[config.mk]
export PLATFORM = sky130hd
export DESIGN_NAME = srd_pll_regs
export DESIGN_NICKNAME = d
export VERILOG_FILES = /design/src/pkg/srd_pkg.sv /design/src/rtl/srd_pll_regs.sv
export SDC_FILE = /design/constraint.sdc
export NUM_CORES = 1
export LEC_CHECK = 0
export BUFFER_PORTS_ARGS = -buffer_cell sky130_fd_sc_hd__buf_2
export CORE_MARGIN = 4
export CORE_UTILIZATION = 65
export DETAILED_ROUTE_END_ITERATION = 10
export GPL_ROUTABILITY_DRIVEN = 0
export PLACE_DENSITY_LB_ADDON = 0.15
export SYNTH_ARGS = -nofsm -noshare
export SYNTH_HDL_FRONTEND = slang
export SYNTH_SLANG_ARGS = --single-unit
export TNS_END_PERCENT = 100
[constraint.sdc]
create_clock -name clock -period 4.4 [get_ports clock]
set_input_delay 0.44 -clock clock [delete_from_list [all_inputs] [get_ports clock]]
set_output_delay 0.44 -clock clock [all_outputs]
set_load 0.02 [all_outputs]
[src/pkg/srd_pkg.sv]
// Constants, types and field layout for the link PLL control register bank
// Functional notes
// RULE1: Equalizer power field bits 7:6, 00 normal, 01 low power, resets to 01.
// RULE2: Recalibrate trigger rising from zero to one reruns all PLL calibrations.
// RULE3: Only the rising edge acts; software clears it before another recalibration.
// RULE4: Setting power-up turns on PLL bias currents, then starts calibration automatically.
// RULE5: Software provides reference clock and correct predivider before setting power-up.
// RULE6: Read-only flag is one while charge pump output is above range.
// RULE7: Read-only flag is one while charge pump output is below range.
// RULE8: Read-only flag is one when charge pump calibration finished and valid.
// RULE9: Read-only lock flag is one when the link PLL is locked.
// RULE10: Predivide code 00 divides reference by four, for 6 to 12.5 Gbps.
// RULE11: Predivide code 01 divides reference by two, for 3 to 6 Gbps.
// RULE12: Predivide code 10 is the setting for 1.5 to 3 Gbps.
// RULE13: Software keeps divided reference between 35 and 80 MHz.
// RULE14: First-group termination trigger rising edge launches termination calibration.
// RULE15: Predivide code 10 passes the reference through undivided.
// RULE16: Triggers edge-detected against previous value; status reads never clear flags.
package srd_pkg;

  // ****************************************************************
  // Register offsets
  // ****************************************************************
  localparam logic [14:0] SRD_ADDR_EQ_BIAS   = 15'h0268;
  localparam logic [14:0] SRD_ADDR_PLL_EN    = 15'h0280;
  localparam logic [14:0] SRD_ADDR_PLL_STATE = 15'h0281;
  localparam logic [14:0] SRD_ADDR_PREDIV    = 15'h0289;
  localparam logic [14:0] SRD_ADDR_TERM_CAL1 = 15'h02A7;

  // ****************************************************************
  // Field positions and reset values
  // ****************************************************************
  localparam int          SRD_EQ_PWR_LSB     = 6;
  localparam logic [7:0]  SRD_EQ_BIAS_RST    = 8'h44;  // Low power code plus reserved 0x4
  localparam int          SRD_EN_RECAL_BIT   = 2;
  localparam int          SRD_EN_RSVD_BIT    = 1;
  localparam int          SRD_EN_PWR_BIT     = 0;
  localparam logic [2:0]  SRD_EN_RST         = 3'h0;
  localparam int          SRD_ST_ABOVE_BIT   = 5;
  localparam int          SRD_ST_BELOW_BIT   = 4;
  localparam int          SRD_ST_CALOK_BIT   = 3;
  localparam int          SRD_ST_LOCK_BIT    = 0;
  localparam logic [1:0]  SRD_PREDIV_RST     = 2'h0;
  localparam logic [1:0]  SRD_EQ_NORMAL      = 2'h0;
  localparam logic [1:0]  SRD_EQ_LOW_POWER   = 2'h1;

  // ****************************************************************
  // Predivide codes and ratios
  // ****************************************************************
  localparam logic [1:0]  SRD_PREDIV_BY4     = 2'h0;
  localparam logic [1:0]  SRD_PREDIV_BY2     = 2'h1;
  localparam logic [1:0]  SRD_PREDIV_BY1     = 2'h2;
  localparam logic [2:0]  SRD_RATIO_4        = 3'h4;
  localparam logic [2:0]  SRD_RATIO_2        = 3'h2;
  localparam logic [2:0]  SRD_RATIO_1        = 3'h1;

  // ****************************************************************
  // Serial port framing
  // ****************************************************************
  localparam logic [4:0]  SRD_INSTR_LAST     = 5'h0F;  // 16 instruction bits
  localparam logic [4:0]  SRD_DATA_LAST      = 5'h07;  // 8 data bits
  localparam logic [4:0]  SRD_DATA_DONE      = 5'h08;

  typedef enum logic [2:0] {
    SRD_SPI_IDLE  = 3'b001,
    SRD_SPI_INSTR = 3'b010,
    SRD_SPI_DATA  = 3'b100
  } srd_spi_state_type;

  // Analog status from the PLL
  typedef struct packed {
    logic above;
    logic below;
    logic cal_ok;
    logic locked;
  } srd_pll_stat_type;

  // Controls toward the PLL, equalizer and termination
  typedef struct packed {
    logic [1:0] equalizer_power_setting;
    logic       pll_bias_on;
    logic       pll_cal_start;
    logic       term_cal_start;
    logic [1:0] reference_predivide_select;
    logic [2:0] predivide_ratio;
  } srd_ctrl_type;

endpackage

[src/rtl/srd_pll_regs.sv]
// Link PLL control and status registers behind the serial configuration port
`timescale 1ns/1ps
module srd_pll_regs
  import srd_pkg::*;
(
  input  wire logic             clock,
  input  wire logic             reset,
  input  wire logic             clk_en,
  input  wire logic             spi_sclk,
  input  wire logic             spi_cs_n,
  input  wire logic             spi_sdio_in,
  output logic                  spi_sdio_out,
  output logic                  spi_sdio_oe_n,
  input  wire srd_pll_stat_type pll_stat,
  output srd_ctrl_type          ctrl
);

  // ****************************************************************
  // Pin synchronisers
  // ****************************************************************
  logic             sclk_m_r, sclk_s_r, sclk_d_r;
  logic             cs_n_m_r, cs_n_s_r;
  logic             sdio_m_r, sdio_s_r;
  srd_pll_stat_type stat_m_r, stat_s_r;
  // Two flops on every pin, plus a third on sclk for edge detection; the first flop feeds only the second
  always_ff @(posedge clock)
  begin
    if (reset)
    begin
      sclk_m_r <= 1'b0;
      sclk_s_r <= 1'b0;
      sclk_d_r <= 1'b0;
      cs_n_m_r <= 1'b1;
      cs_n_s_r <= 1'b1;
      sdio_m_r <= 1'b0;
      sdio_s_r <= 1'b0;
      stat_m_r <= '0;
      stat_s_r <= '0;
    end
    else if (clk_en)
    begin
      sclk_m_r <= spi_sclk;
      sclk_s_r <= sclk_m_r;
      sclk_d_r <= sclk_s_r;
      cs_n_m_r <= spi_cs_n;
      cs_n_s_r <= cs_n_m_r;
      sdio_m_r <= spi_sdio_in;
      sdio_s_r <= sdio_m_r;
      stat_m_r <= pll_stat;
      stat_s_r <= stat_m_r;
    end
  end

  logic sclk_rise, sclk_fall;
  assign sclk_rise = sclk_s_r & ~sclk_d_r & ~cs_n_s_r;
  assign sclk_fall = ~sclk_s_r & sclk_d_r & ~cs_n_s_r;

  // ****************************************************************
  // Register storage
  // ****************************************************************
  logic [7:0]  eq_bias_r;
  logic [2:0]  pll_en_r;
  logic [1:0]  prediv_r;
  logic        term_cal1_r;
  logic [7:0]  pll_state_r;
  logic        wr_stb_r;
  logic [14:0] wr_addr_r;
  logic [7:0]  wr_data_r;
  // Read view; status is rebuilt from live flags so a read never clears it
  function automatic logic [7:0] srd_read(input logic [14:0] a);
    logic [7:0] d;
    d = 8'h00;
    unique case (a)
      SRD_ADDR_EQ_BIAS:   d = eq_bias_r;
      SRD_ADDR_PLL_EN:    d = {5'h00, pll_en_r};
      SRD_ADDR_PLL_STATE: d = pll_state_r;  // RULE16
      SRD_ADDR_PREDIV:    d = {6'h00, prediv_r};
      SRD_ADDR_TERM_CAL1: d = {7'h00, term_cal1_r};
      default:            d = 8'h00;        // Unmapped reads as zero
    endcase
    return d;
  endfunction

  // ****************************************************************
  // Serial port engine
  // ****************************************************************
  srd_spi_state_type state_r;
  logic [15:0]       shift_r;
  logic [4:0]        cnt_r;
  logic              rd_r;
  logic [14:0]       addr_r;
  logic [7:0]        rdata_r;
  logic              sdio_out_r;
  logic              sdio_oe_n_r;
  // Instruction: read flag then 15 address bits, MSB first; one data byte follows
  always_ff @(posedge clock)
  begin
    if (reset)
    begin
      state_r     <= SRD_SPI_IDLE;
      shift_r     <= 16'h0000;
      cnt_r       <= 5'h00;
      rd_r        <= 1'b0;
      addr_r      <= 15'h0000;
      rdata_r     <= 8'h00;
      sdio_out_r  <= 1'b0;
      sdio_oe_n_r <= 1'b1;
      wr_stb_r    <= 1'b0;
      wr_addr_r   <= 15'h0000;
      wr_data_r   <= 8'h00;
    end
    else if (clk_en)
    begin
      wr_stb_r <= 1'b0;
      if (cs_n_s_r)
      begin
        state_r     <= SRD_SPI_IDLE;
        cnt_r       <= 5'h00;
        sdio_oe_n_r <= 1'b1;
      end
      else
      begin
        unique case (state_r)
          SRD_SPI_IDLE:  state_r <= SRD_SPI_INSTR;
          SRD_SPI_INSTR:
            if (sclk_rise)
            begin
              shift_r <= {shift_r[14:0], sdio_s_r};
              cnt_r   <= cnt_r + 5'h01;
              if (cnt_r == SRD_INSTR_LAST)
              begin
                rd_r    <= shift_r[14];
                addr_r  <= {shift_r[13:0], sdio_s_r};
                rdata_r <= srd_read({shift_r[13:0], sdio_s_r});
                cnt_r   <= 5'h00;
                state_r <= SRD_SPI_DATA;
              end
            end
          SRD_SPI_DATA:
          begin
            if (sclk_rise && cnt_r != SRD_DATA_DONE)
            begin
              shift_r <= {shift_r[14:0], sdio_s_r};
              cnt_r   <= cnt_r + 5'h01;
              // Write takes effect on the eighth data bit; extra bits ignored
              if (cnt_r == SRD_DATA_LAST && !rd_r)
              begin
                wr_stb_r  <= 1'b1;
                wr_addr_r <= addr_r;
                wr_data_r <= {shift_r[6:0], sdio_s_r};
              end
            end
            // Read data leaves on falling edges so the host samples on rising
            if (sclk_fall && rd_r)
            begin
              sdio_out_r  <= rdata_r[7];
              sdio_oe_n_r <= 1'b0;
              rdata_r     <= {rdata_r[6:0], 1'b0};
            end
          end
        endcase
      end
    end
  end

  logic wr_eq, wr_en, wr_pd, wr_tc;
  assign wr_eq = wr_stb_r && wr_addr_r == SRD_ADDR_EQ_BIAS;
  assign wr_en = wr_stb_r && wr_addr_r == SRD_ADDR_PLL_EN;
  assign wr_pd = wr_stb_r && wr_addr_r == SRD_ADDR_PREDIV;
  assign wr_tc = wr_stb_r && wr_addr_r == SRD_ADDR_TERM_CAL1;

  // ****************************************************************
  // Software-written registers
  // ****************************************************************
  // Equalizer bias register, power field resets to low power
  always_ff @(posedge clock)
  begin
    if (reset)
      eq_bias_r <= SRD_EQ_BIAS_RST;  // RULE1
    else if (clk_en && wr_eq)
      eq_bias_r <= wr_data_r;        // RULE1
  end

  // PLL enable register: recalibrate, reserved and power-up bits
  always_ff @(posedge clock)
  begin
    if (reset)
      pll_en_r <= SRD_EN_RST;
    else if (clk_en && wr_en)
      pll_en_r <= wr_data_r[2:0];
  end

  // Predivider and termination trigger
  always_ff @(posedge clock)
  begin
    if (reset)
    begin
      prediv_r    <= SRD_PREDIV_RST;
      term_cal1_r <= 1'b0;
    end
    else if (clk_en)
    begin
      if (wr_pd)
        prediv_r <= wr_data_r[1:0];
      if (wr_tc)
        term_cal1_r <= wr_data_r[0];
    end
  end

  // ****************************************************************
  // Status register
  // ****************************************************************
  // Live flags, refreshed every cycle; reading has no side effect
  always_ff @(posedge clock)
  begin
    if (reset)
      pll_state_r <= 8'h00;
    else if (clk_en)
    begin
      pll_state_r                   <= 8'h00;
      pll_state_r[SRD_ST_ABOVE_BIT] <= stat_s_r.above;   // RULE6
      pll_state_r[SRD_ST_BELOW_BIT] <= stat_s_r.below;   // RULE7
      pll_state_r[SRD_ST_CALOK_BIT] <= stat_s_r.cal_ok;  // RULE8
      pll_state_r[SRD_ST_LOCK_BIT]  <= stat_s_r.locked;  // RULE9
    end
  end

  // ****************************************************************
  // Trigger edges and outputs
  // ****************************************************************
  logic       recal_prev_r, term_prev_r, bias_prev_r;
  logic       bias_on_r, cal_start_r, term_start_r;
  logic [1:0] eq_pwr_r, prediv_out_r;
  logic [2:0] ratio_r;
  // Held trigger bits start nothing; software must lower them to rearm
  always_ff @(posedge clock)
  begin
    if (reset)
    begin
      recal_prev_r <= 1'b0;
      term_prev_r  <= 1'b0;
      bias_prev_r  <= 1'b0;
      bias_on_r    <= 1'b0;
      cal_start_r  <= 1'b0;
      term_start_r <= 1'b0;
    end
    else if (clk_en)
    begin
      recal_prev_r <= pll_en_r[SRD_EN_RECAL_BIT];                         // RULE16
      term_prev_r  <= term_cal1_r;                                        // RULE16
      bias_on_r    <= pll_en_r[SRD_EN_PWR_BIT];                           // RULE4
      bias_prev_r  <= bias_on_r;
      // Calibration follows bias turn-on by one cycle so currents settle first
      cal_start_r  <= (pll_en_r[SRD_EN_RECAL_BIT] & ~recal_prev_r)        // RULE2 RULE3
                    | (bias_on_r & ~bias_prev_r);                         // RULE4
      term_start_r <= term_cal1_r & ~term_prev_r;                         // RULE14
    end
  end

  // Registered copies of field outputs and decoded divide ratio
  always_ff @(posedge clock)
  begin
    if (reset)
    begin
      eq_pwr_r     <= SRD_EQ_LOW_POWER;
      prediv_out_r <= SRD_PREDIV_RST;
      ratio_r      <= SRD_RATIO_4;
    end
    else if (clk_en)
    begin
      eq_pwr_r     <= eq_bias_r[SRD_EQ_PWR_LSB +: 2];                      // RULE1
      prediv_out_r <= prediv_r;
      unique case (prediv_r)
        SRD_PREDIV_BY4: ratio_r <= SRD_RATIO_4;                           // RULE10
        SRD_PREDIV_BY2: ratio_r <= SRD_RATIO_2;                           // RULE11
        SRD_PREDIV_BY1: ratio_r <= SRD_RATIO_1;                           // RULE12 RULE15
        default:        ratio_r <= SRD_RATIO_1;  // Undefined code kept undivided
      endcase
    end
  end

  assign spi_sdio_out  = sdio_out_r;
  assign spi_sdio_oe_n = sdio_oe_n_r;
  assign ctrl = '{eq_pwr_r, bias_on_r, cal_start_r, term_start_r, prediv_out_r, ratio_r};
endmodule // srd_pll_regs

==> results of run 1 <==
-- how the worst min path moves through the flow --
stage | end | slack, ps | cells past startpoint
2_1_floorplan | wr_addr_r[8] | 430 | 2
3_3_place_gp | wr_addr_r[8] | 440 | 2
3_5_place_dp | cs_n_s_r | 440 | 1
4_1_cts | cs_n_m_r | 130 | 2
5_1_grt | cs_n_m_r | 130 | 2
6_report | cs_n_m_r | 140 | 2
-- cells in the final DEF (no fill, tap or decap), drive strengths merged, types with 2 or more instances in the layout --
cell / Yosys / final
a22o: 3 / 3
nor2b: 7 / 7
a311oi: 3 / 3
nor2: 74 / 74
o21ai: 6 / 6
nand2: 88 / 88
dfxtp: 119 / 119
a211o: 6 / 6
nor3b: 3 / 3
or3b: 2 / 2
nand3: 10 / 10
o22ai: 2 / 2
nand3b: 3 / 3
a22oi: 7 / 7
nor4bb: 3 / 3
nand4: 5 / 5
clkbuf: 21 / 20
inv: 8 / 8
and4: 2 / 2
nor4: 5 / 5
a221o: 2 / 2
or3: 2 / 2
and2: 2 / 2
mux2i: 52 / 52
o2bb2ai: 3 / 3
a21oi: 50 / 50
ha: 2 / 2
buf: 17 / 22
nand2b: 11 / 11
clkinv: 0 / 10
a211oi: 5 / 5
nor4b: 3 / 3
a31oi: 2 / 2
and3: 2 / 2
-- per-stage QoR --
| step | instances | hold slack, ps |
|---|---|---|
| 6_report | 662 | 144 |
| 2_1_floorplan | 547 | 428 |
| 4_1_cts | 662 | 126 |
| 3_3_place_gp | 630 | 437 |
| 3_5_place_dp | 630 | 443 |
| 5_1_grt | 662 | 134 |
-- cells by family (layout without fill, tap and decap cells) --
group                      Yosys count  count (layout)  synth area share [%]
and+or+nand+nor                    229             229                  23.0
DFF                                119             119                  48.1
AOI/OAI and AO/OA                   98              98                  13.1
muxes                               52              52                  10.5
buffers and inverters               46              62                  4.67
adders and majority gates            2               2                 0.505
xor gates and xnor gates             1               1                 0.177
-- power groups by stage --
stage	logic (uW)	registers [uW]	clock network, uW
final	66.8	1100	1230
after global routing	73.3	1100	1290
after CTS	66.9	1100	1240
after detailed placement	66.2	1120	0
after global placement	64.5	1120	0
after floorplan	55.1	1120	0
-- area by class of cell --
type	count	area [um^2]	share of cell area, %
Sequential cell	119	2380	43.1
Multi-Input combinational cell	382	2340	42.4
Clock buffer	20	425	7.70
Tap cell	99	124	2.24
Timing Repair Buffer	22	115	2.08
Clock inverter	12	106	1.92
Inverter	8	30.0	0.543
-- layer usage --
layer	track usage, %	vias to the layer above	part of all wire (%)
met5	0	-	0
met1	30.4	1829	44
li1	-	1891	-
met2	40.8	110	50
met3	7.02	14	4.9
met4	9.62	0	1.3
-- flip-flops by register name, indices dropped and copies added (netlist names), 2 cells and up --
register	count
ratio_r	3
addr_r	15
wr_data_r	8
prediv_r	2
rdata_r	8
pll_state_r	4
cnt_r	5
state_r	3
stat_s_r	4
eq_pwr_r	2
prediv_out_r	2
pll_en_r	3
wr_addr_r	15
eq_bias_r	8
stat_m_r	4
shift_r	15
-- Yosys cell counts, types with 5 or more instances --
library cell / instances
a211o_1: 6
a211oi_1: 5
a21oi_1: 49
a22oi_1: 7
buf_2: 7
buf_4: 8
clkbuf_1: 20
dfxtp_1: 119
inv_1: 8
mux2i_1: 52
nand2_1: 88
nand2b_1: 11
nand3_1: 9
nand4_1: 5
nor2_1: 71
nor2b_1: 7
o21ai_0: 6
==> metrics.md, run 1 <==
| Metric | Value |
|---|---|
| Final #Nets | `562` |
| FF-to-FF setup slack | `2060 ps` |
| Slew Viols, Final | `0` |
| Fin crit period | `2340 ps` |
| Pwr per Cell Area | `433 nW/um^2` |
| Dpl ws | `2150 ps` |
| Cts bufs inserted | `17` |
| CP delay by family, top | `simple AND/OR/NAND/NOR gates` |
| Final hold vios | `0` |
| Clock Skew | `8.95 ps` |
| Status | `complete, no violations` |
| Max IR drop VDD | `277 uV` |
| Number of flops mapped to enable cells by yosys | `0` |
| CP Buf/Inv Count | `0` |
| CTS clk-pin slew, worst paths | `60 ps` |
| DPL Wire Length | `6570 um` |
| Bufs on Longest Clock Path | `2` |
| Die Wd | `95.3 um` |
| WS Path Type | `reg2reg` |
| Setup WS post-layout | `2060 ps` |
| Largest net degree at the start of global routing | `118` |
| Vias per cell | `5.81` |
| Setup TNS | `0 ps` |
| Ports | `22` |
| Reg power frac | `46.0%` |
| Crit start category | `flip-flop` |
| # port buffers | `21` |
| Htree depth | `4` |
| CP most frequent cell | `nand2_1` |
| DR iter-0 viols | `289` |
| Synthesized area | `4960 um^2` |
| Clk root buf | `clkbuf_8` |
| Cell Area, Placed | `4990 um^2` |
| Measured slew at the worst slew-check pin | `1160 ps` |
| Reg-to-reg startpoint | `cnt_r[0]` |
| Fin crit share | `53.2%` |
| Critical Path Stages | `6` |
| Crit path cell chain | `ha_1, nand2_1, nor4_1, nand3_1, nand2_1, a21oi_1` |
| Resized cells post-CTS | `0` |
| WL final | `10,400 um` |
| Total congestion overflow | `0` |
| Worst skew pair latency | `510 ps` |
| Syn nets | `559` |
| Critical path launch point | `cnt_r[0]` |
| Layout cell share with drive strength beyond 1 | `11.7%` |
| Hold WC Path Type | `in2reg` |
| RSZ-0062 raised after global routing | `no` |
| Max-slew headroom | `22.9%` |
| Yosys reg bits | `119` |
| WP data required | `4740 ps` |
| Core Util, Final | `75.4%` |
| Post-synth cell types | `65` |
| Vias in the first global route | `3,674` |
| First-pass DRT Iterations | `5` |
| Critical path arrival | `2690 ps` |
| Syn avg cell area | `9.06 um^2` |
| Cell count after synthesis | `547` |
| Hold path startpoint | `spi_cs_n` |
| Largest cells by area after synthesis | `dfxtp_1, mux2i_1, nand2_1` |
| Pleak | `0.00200 uW` |
| Worst r2r dst | `wr_data_r[4]` |
| Total power | `2390 uW` |
| CP Capture Point | `wr_data_r[4]` |
| Peak Freq | `427 MHz` |
| Clock group share of total power | `51.2%` |
| Core box area | `7330 um^2` |
| Area leader, netlist | `dfxtp_1` |
| Post-route cell area | `5530 um^2` |
| First-pass GRT wire length | `17,200 um` |
| Routed via count | `3,844` |
| Routed Antenna Nets | `0` |
| Residual DRC count | `0` |
| Top cell type's share of synthesized area | `48.1%` |
| Capturing element type of the critical path | `flip-flop` |
| Fillers | `527` |
| Setup bufs post-CTS | `0` |
| Post-synth ARST share | `0%` |
| Initial antenna violation count | `0` |
| Cell internal pwr | `1860 uW` |
| Synthesis Warnings | `0` |
| Psw | `533 uW` |
| CTS tree | `built` |
| FF-to-FF path depth | `6` |
| Slowest-stage cell, CP | `nand3_1` |
| Ant. Diodes | `0` |
| Max cap viols | `0` |
| Max Fanout on Critical Path | `24` |
| Die Span Y | `95.3 um` |
| Total GRT Usage | `24.7%` |
| Initial Util | `67.6%` |
| Die area | `9090 um^2` |
| # rows | `31` |
| Switching share of total power | `22.3%` |
| Comb pwr share | `2.8%` |
| Main synth FF type | `dfxtp_1` |
| Clock sinks | `119` |
| Routed wire per std cell | `15.8 um` |
| Area grow syn2layout | `11.5%` |
| Max stage delay on crit path | `770 ps` |
| Sequential area share after synthesis | `48.1%` |
| # setup viols final | `0` |
| Post-CTS Hold Fix Bufs | `0` |
Note: power is estimated with default switching activity, not from simulation.
==> inputs of run 2 (changes only) <==
--- a/config.mk
+++ b/config.mk
@@ -7,7 +7,7 @@
 export LEC_CHECK = 0
 export BUFFER_PORTS_ARGS = -buffer_cell sky130_fd_sc_hd__buf_2
 export CORE_MARGIN = 4
-export CORE_UTILIZATION = 65
+export CORE_UTILIZATION = 55
 export DETAILED_ROUTE_END_ITERATION = 10
 export GPL_ROUTABILITY_DRIVEN = 0
 export PLACE_DENSITY_LB_ADDON = 0.15
==> constraint.sdc (replaced) <==
create_clock -name clock -period 2.11 [get_ports clock]
set_input_delay 0.211 -clock clock [delete_from_list [all_inputs] [get_ports clock]]
set_output_delay 0.211 -clock clock [all_outputs]
set_load 0.02 [all_outputs]
==> run 2 against run 1 <==
  * Setup slack worse by 1900 ps
  * Flip-flop and latch count unchanged
  * Clock power rose by 150%
  * Final cell count rose by 4.2%
  * Critical path depth is 2 higher
  * Die area is 17% higher
  * Non-clock buffer count up 20
  * Core utilization decreased by 8.9 points
  * Worst hold slack lost 77 ps
  * Maximum frequency is 23% higher
  * Final area is 5.5% higher
  * Clock skew grew 0.81 ps
  * Largest cell class unchanged
==> metrics.md, run 2 (synthesized netlist as in run 1, its figures left out) <==
| Metric | Value |
|---|---|
| Hold path startpoint | `reset` |
| Setup TNS | `0 ps (unchanged)` |
| Routed wire per std cell | `15.0 um (-4.8%)` |
| Final #Nets | `582 (+3.6%)` |
| Storage cell area | `2380 um^2 (unchanged)` |
| Post-route cell area | `5830 um^2 (+5.5%)` |
| Initial antenna violation count | `0 (unchanged)` |
| Htree depth | `4 (unchanged)` |
| Core Util, Final | `66.5% (-8.9 points)` |
| Hold WC Path Type | `in2reg` |
| First-pass DRT Iterations | `5 (unchanged)` |
| WS Path Type | `reg2reg` |
| Pleak | `0.00215 uW (+7.5%)` |
| Crit start category | `flip-flop` |
| Resized cells post-CTS | `0 (unchanged)` |
| Reg-to-reg startpoint | `cnt_r[0]` |
| Ports | `22 (unchanged)` |
| Fin crit period | `1910 ps (-433 ps)` |
| Die area | `10,600 um^2 (+17%)` |
| Residual DRC count | `0 (unchanged)` |
| Core box area | `8760 um^2 (+20%)` |
| Clock Skew | `9.76 ps (+0.807 ps)` |
| Max cap viols | `0 (unchanged)` |
| # setup viols final | `0 (unchanged)` |
| Bufs on Longest Clock Path | `2 (unchanged)` |
| Vias per cell | `5.60 (-3.6%)` |
| Slew Viols, Final | `0 (unchanged)` |
| WP data required | `2500 ps (-2240 ps)` |
| Capturing element type of the critical path | `flip-flop` |
| Routed Antenna Nets | `0 (unchanged)` |
| Commonest non-fill, non-tap cell in the layout | `dfxtp_1` |
| Fin crit share | `90.5% (+37 points)` |
| # rows | `34 (+9.7%)` |
| WHS | `66.8 ps (-77.0 ps)` |
| Largest registers | `addr_r x15, shift_r x15, wr_addr_r x15` |
| Peak Freq | `524 MHz (+23%)` |
| RSZ-0062 raised after global routing | `no` |
| Largest net degree at the start of global routing | `89 (-25%)` |
| Most frequent cells in the layout | `dfxtp_1, nand2_1, nor2_1` |
| Max IR drop VDD | `481 uV (+73%)` |
| Total congestion overflow | `0 (unchanged)` |
| Max Fanout on Critical Path | `15 (-38%)` |
| Status | `complete, no violations` |
| Vias in the first global route | `3,545 (-3.5%)` |
| Cts bufs inserted | `17 (unchanged)` |
| Area of the multi-input gates | `2340 um^2 (unchanged)` |
| DPL Wire Length | `6640 um (+1.1%)` |
| Clk root buf | `clkbuf_8` |
| Fillers | `690 (+31%)` |
| # port buffers | `21 (unchanged)` |
| CTS clk-pin slew, worst paths | `60 ps (about the same)` |
| Clock sinks | `119 (unchanged)` |
| Die Span Y | `103 um (+8.0%)` |
| Total GRT Usage | `20.8% (-3.9 points)` |
| Initial Util | `56.6% (-11 points)` |
| Routed via count | `3,862 (+0.47%)` |
| Max-slew headroom | `61.8% (+39 points)` |
| WL final | `10,400 um (-0.80%)` |
| Layout cell share with drive strength beyond 1 | `13.7% (+2.0 points)` |
| DR iter-0 viols | `152 (-47%)` |
| Pwr per Cell Area | `942 nW/um^2 (+120%)` |
| Measured slew at the worst slew-check pin | `572 ps (-584 ps)` |
| Final hold vios | `0 (unchanged)` |
| CTS tree | `built` |
| Critical path launch point | `cnt_r[0]` |
| Ant. Diodes | `0 (unchanged)` |
| Die Wd | `103 um (+8.0%)` |
| Area grow syn2layout | `17.6%` |
| Worst skew pair latency | `520 ps (about the same)` |
| Critical path arrival | `2300 ps (-390 ps)` |
| First-pass GRT wire length | `17,100 um (about the same)` |
| Cell Area, Placed | `5130 um^2 (+2.7%)` |
-- run 2: cell count changes in the layout (fill, tap and decap cells not counted), sizes merged --
cell         previous run  this run
buf                    22        35
bufinv                  1         4
clkbuf                 20        23
clkinv                 10         3
dlygate4sd3             0         7
-- run 2: cell type report --
cell class,instances,share of cell area (%)
inverter,8,0.515
tap,108,2.32
multi-input combinational,382,40.2
clock inverter,8,2.45
timing repair buffer,42,5.28
sequential,119,40.9
clock buffer,23,8.35
-- run 2: worst max-delay path, stage by stage, from the launching register on --
cell	delay, ps
dfxtp_1	390
inv_1	60
ha_1	190
nor4bb_4	160
or3_4	360
a21oi_4	180
buf_12	180
mux2i_1	200
nor2_1	60
-- run 2: where the power goes --
part           leakage (uW)  internal, uW  total (uW)  switching, uW
Combinational      0.000880          69.8         160           90.1
Sequential         0.000962          2270        2290           20.8
Clock              0.000310          2060        3040            977
Total               0.00215          4400        5490           1090
-- run 2: worst paths after layout --
path                   to  slack (ps)  depth (start not counted)
max            shift_r[2]         200                          8
min           term_prev_r          70                          2
max reg2reg    shift_r[2]         200                          8
min reg2reg  wr_addr_r[6]         450                          2
-- run 2: per-stage QoR --
step                setup slack (ps)  power (uW)  std cells
finish                           200        5490        690
global route                    13.7        5660        690
CTS                              200        5530        690
detailed placement               220        2490        652
global placement                 249        2490        652
floorplan                        226        2450        547
-- run 2: repair_timing --
action | in CTS | in global routing
hold endpoints to repair | 7 | 0
hold buffers | 7 | 0
setup buffers | 0 | 0
-- run 2: per-layer routing --
metal / global-route usage [%] / share of wire, % / vias to the layer above
met2: 33.6 / 49 / 57
met4: 6.77 / 1.1 / 0
met1: 26.4 / 46 / 1852
met3: 6.43 / 3.7 / 14
met5: 0 / 0 / -
li1: - / - / 1939
==> inputs of run 3 (changes only) <==
--- a/config.mk
+++ b/config.mk
@@ -7,7 +7,7 @@
 export LEC_CHECK = 0
 export BUFFER_PORTS_ARGS = -buffer_cell sky130_fd_sc_hd__buf_2
 export CORE_MARGIN = 4
-export CORE_UTILIZATION = 55
+export CORE_UTILIZATION = 61
 export DETAILED_ROUTE_END_ITERATION = 10
 export GPL_ROUTABILITY_DRIVEN = 0
 export PLACE_DENSITY_LB_ADDON = 0.15
==> constraint.sdc (replaced) <==
create_clock -name clock -period 2 [get_ports clock]
set_input_delay 0.2 -clock clock [delete_from_list [all_inputs] [get_ports clock]]
set_output_delay 0.2 -clock clock [all_outputs]
set_load 0.02 [all_outputs]
==> run 3 against run 2 <==
  * Combinational power increased by 6%
  * Routed wire length rose by 5.4%
  * Highest routed layer unchanged
  * Final cell count unchanged
  * Non-clock buffer count grew 5
  * Worst hold slack better by 130 ps
  * Global-route usage grew 3.0 points
  * Clock skew fell by 4.1 ps
  * Final area grew 0.67%
  * Via count grew 2.6%
  * Clock power grew 1%
  * Maximum frequency fell by 0.29%
  * Sequential power is 6% higher
==> metrics.md, run 3 (synthesized netlist as in run 1, its figures left out) <==
| Metric | Value |
|---|---|
| Core Util, Final | `75.1% (+8.6 points)` |
| Core box area | `7810 um^2 (-11%)` |
| Vias in the first global route | `4,013 (+13%)` |
| WL final | `10,900 um (+5.4%)` |
| # port buffers | `21 (unchanged)` |
| Ant. Diodes | `0 (unchanged)` |
| Htree depth | `4 (unchanged)` |
| Setup bufs post-CTS | `0 (unchanged)` |
| Met1 global-route usage | `29.0% (+2.6 points)` |
| DR iter-0 viols | `308 (+100%)` |
| Max Fanout on Critical Path | `15 (unchanged)` |
| # setup viols final | `0 (unchanged)` |
| Ports | `22 (unchanged)` |
| GRT met3 Usage | `5.14% (-1.3 points)` |
| Largest net degree at the start of global routing | `68 (-24%)` |
| Initial antenna violation count | `0 (unchanged)` |
| Routed via count | `3,964 (+2.6%)` |
| Fin crit share | `95.8% (+5.3 points)` |
| Vias per cell | `5.74 (+2.6%)` |
| Routing usage on met2 | `40.8% (+7.2 points)` |
| WP data required | `2370 ps (-130 ps)` |
| Pwr per Cell Area | `966 nW/um^2 (+2.5%)` |
| Max-slew headroom | `54.2% (-7.6 points)` |
| Fin crit period | `1920 ps (+5.48 ps)` |
| Bufs on Longest Clock Path | `2 (unchanged)` |
| Layout cell share with drive strength beyond 1 | `15.6% (+1.9 points)` |
| Setup WS post-layout | `84.8 ps (-115 ps)` |
| Max IR drop VDD | `650 uV (+35%)` |
| RSZ-0062 raised after global routing | `no` |
| First-pass DRT Iterations | `5 (unchanged)` |
| Slew Viols, Final | `0 (unchanged)` |
| Routed Antenna Nets | `0 (unchanged)` |
| Measured slew at the worst slew-check pin | `686 ps (+114 ps)` |
| Crit start category | `flip-flop` |
| Initial Util | `63.5% (+6.9 points)` |
| Cts bufs inserted | `17 (unchanged)` |
| Most frequent cells in the layout | `dfxtp_1, nand2_1, nor2_1` |
| Die Span Y | `98.1 um (-4.7%)` |
| Busiest grt layer | `met2` |
| Die Wd | `98.1 um (-4.7%)` |
| Final hold vios | `0 (unchanged)` |
| Routed wire per std cell | `15.8 um (+5.4%)` |
| DPL Wire Length | `6960 um (+4.7%)` |
| Dpl ws | `73.3 ps (-146 ps)` |
| Critical path arrival | `2280 ps (-20 ps)` |
| Setup TNS | `0 ps (unchanged)` |
| Total GRT Usage | `23.7% (+3.0 points)` |
| WHS | `192 ps (+125 ps)` |
| Final #Nets | `587 (+0.86%)` |
| Pleak | `0.00217 uW (+0.99%)` |
| First-pass GRT wire length | `18,900 um (+10%)` |
| Hold WC Path Type | `in2reg` |
| Clk root buf | `clkbuf_8` |
| Peak Freq | `522 MHz (-0.29%)` |
| Worst skew pair latency | `510 ps (about the same)` |
| Clock Skew | `5.64 ps (-4.11 ps)` |
| Largest registers | `addr_r x15, shift_r x15, wr_addr_r x15` |
| Capturing element type of the critical path | `flip-flop` |
| WS Path Type | `reg2reg` |
| Residual DRC count | `0 (unchanged)` |
| Total congestion overflow | `0 (unchanged)` |
| Clock sinks | `119 (unchanged)` |
| Area grow syn2layout | `18.4%` |
| Status | `complete, no violations` |
| CTS tree | `built` |
| Commonest non-fill, non-tap cell in the layout | `dfxtp_1` |
| # rows | `32 (-5.9%)` |
| CTS clk-pin slew, worst paths | `60 ps (about the same)` |
| Die area | `9630 um^2 (-9.1%)` |
| Max cap viols | `0 (unchanged)` |
-- run 3: cell types whose count changed in the layout (fill, tap and decap cells not counted), sizes merged --
| cell | before | now |
|---|---|---|
| buf | 35 | 40 |
| bufinv | 4 | 3 |
| clkbuf | 23 | 17 |
| clkinv | 3 | 6 |
| inv | 8 | 13 |
-- run 3: worst paths after layout --
| kind | from | to | slack [ps] | depth (start not counted) |
|---|---|---|---|---|
| max | cnt_r[0] | shift_r[13] | 80 | 8 |
| min | reset | term_prev_r | 190 | 2 |
| max reg2reg | cnt_r[0] | shift_r[13] | 80 | 8 |
| min reg2reg | addr_r[6] | addr_r[6] | 450 | 2 |
-- run 3: routing by layer --
metal,up-vias,wire length [um]
li1,1956,-
met1,1900,4790
met2,92,5500
met3,16,474
met4,0,155
met5,-,0
-- run 3: per-stage QoR --
step                      cell area [um^2]  instances  power, uW
after global placement                5160        651       2620
final                                 5870        690       5670
after detailed placement              5160        651       2630
after CTS                             5840        690       5710
after floorplan                       4960        547       2580
after global routing                  5870        690       5840
-- run 3: power by group --
| group | switching, uW | internal (uW) | leakage [uW] | total [uW] |
|---|---|---|---|---|
| Sequential | 21.5 | 2400 | 0.000962 | 2420 |
| Clock | 1150 | 1930 | 0.000297 | 3080 |
| Combinational | 97.2 | 73.2 | 0.000914 | 170 |
| Total | 1270 | 4400 | 0.00217 | 5670 |
-- run 3: critical path, stage by stage (launching register included) --
cell	delay [ps]
dfxtp_1	390
inv_1	60
ha_1	190
nor4bb_4	160
or3_4	350
a21oi_4	170
buf_12	180
mux2i_1	210
nor2_1	60
-- run 3: timing repair --
item	CTS	global route
setup endpoints to repair	0	6
hold buffers	7	0
endpoints found under the hold margin	7	0
gates resized for setup	0	6
-- run 3: area by class of cell --
type                    count  area, um^2
fillers                   559        1940
clock buffers              17         414
repair buffers             47         345
clock inverters            15         195
well taps                 102         128
multi-input cells         382        2370
inverters                   8        30.0
flip-flops and latches    119        2380
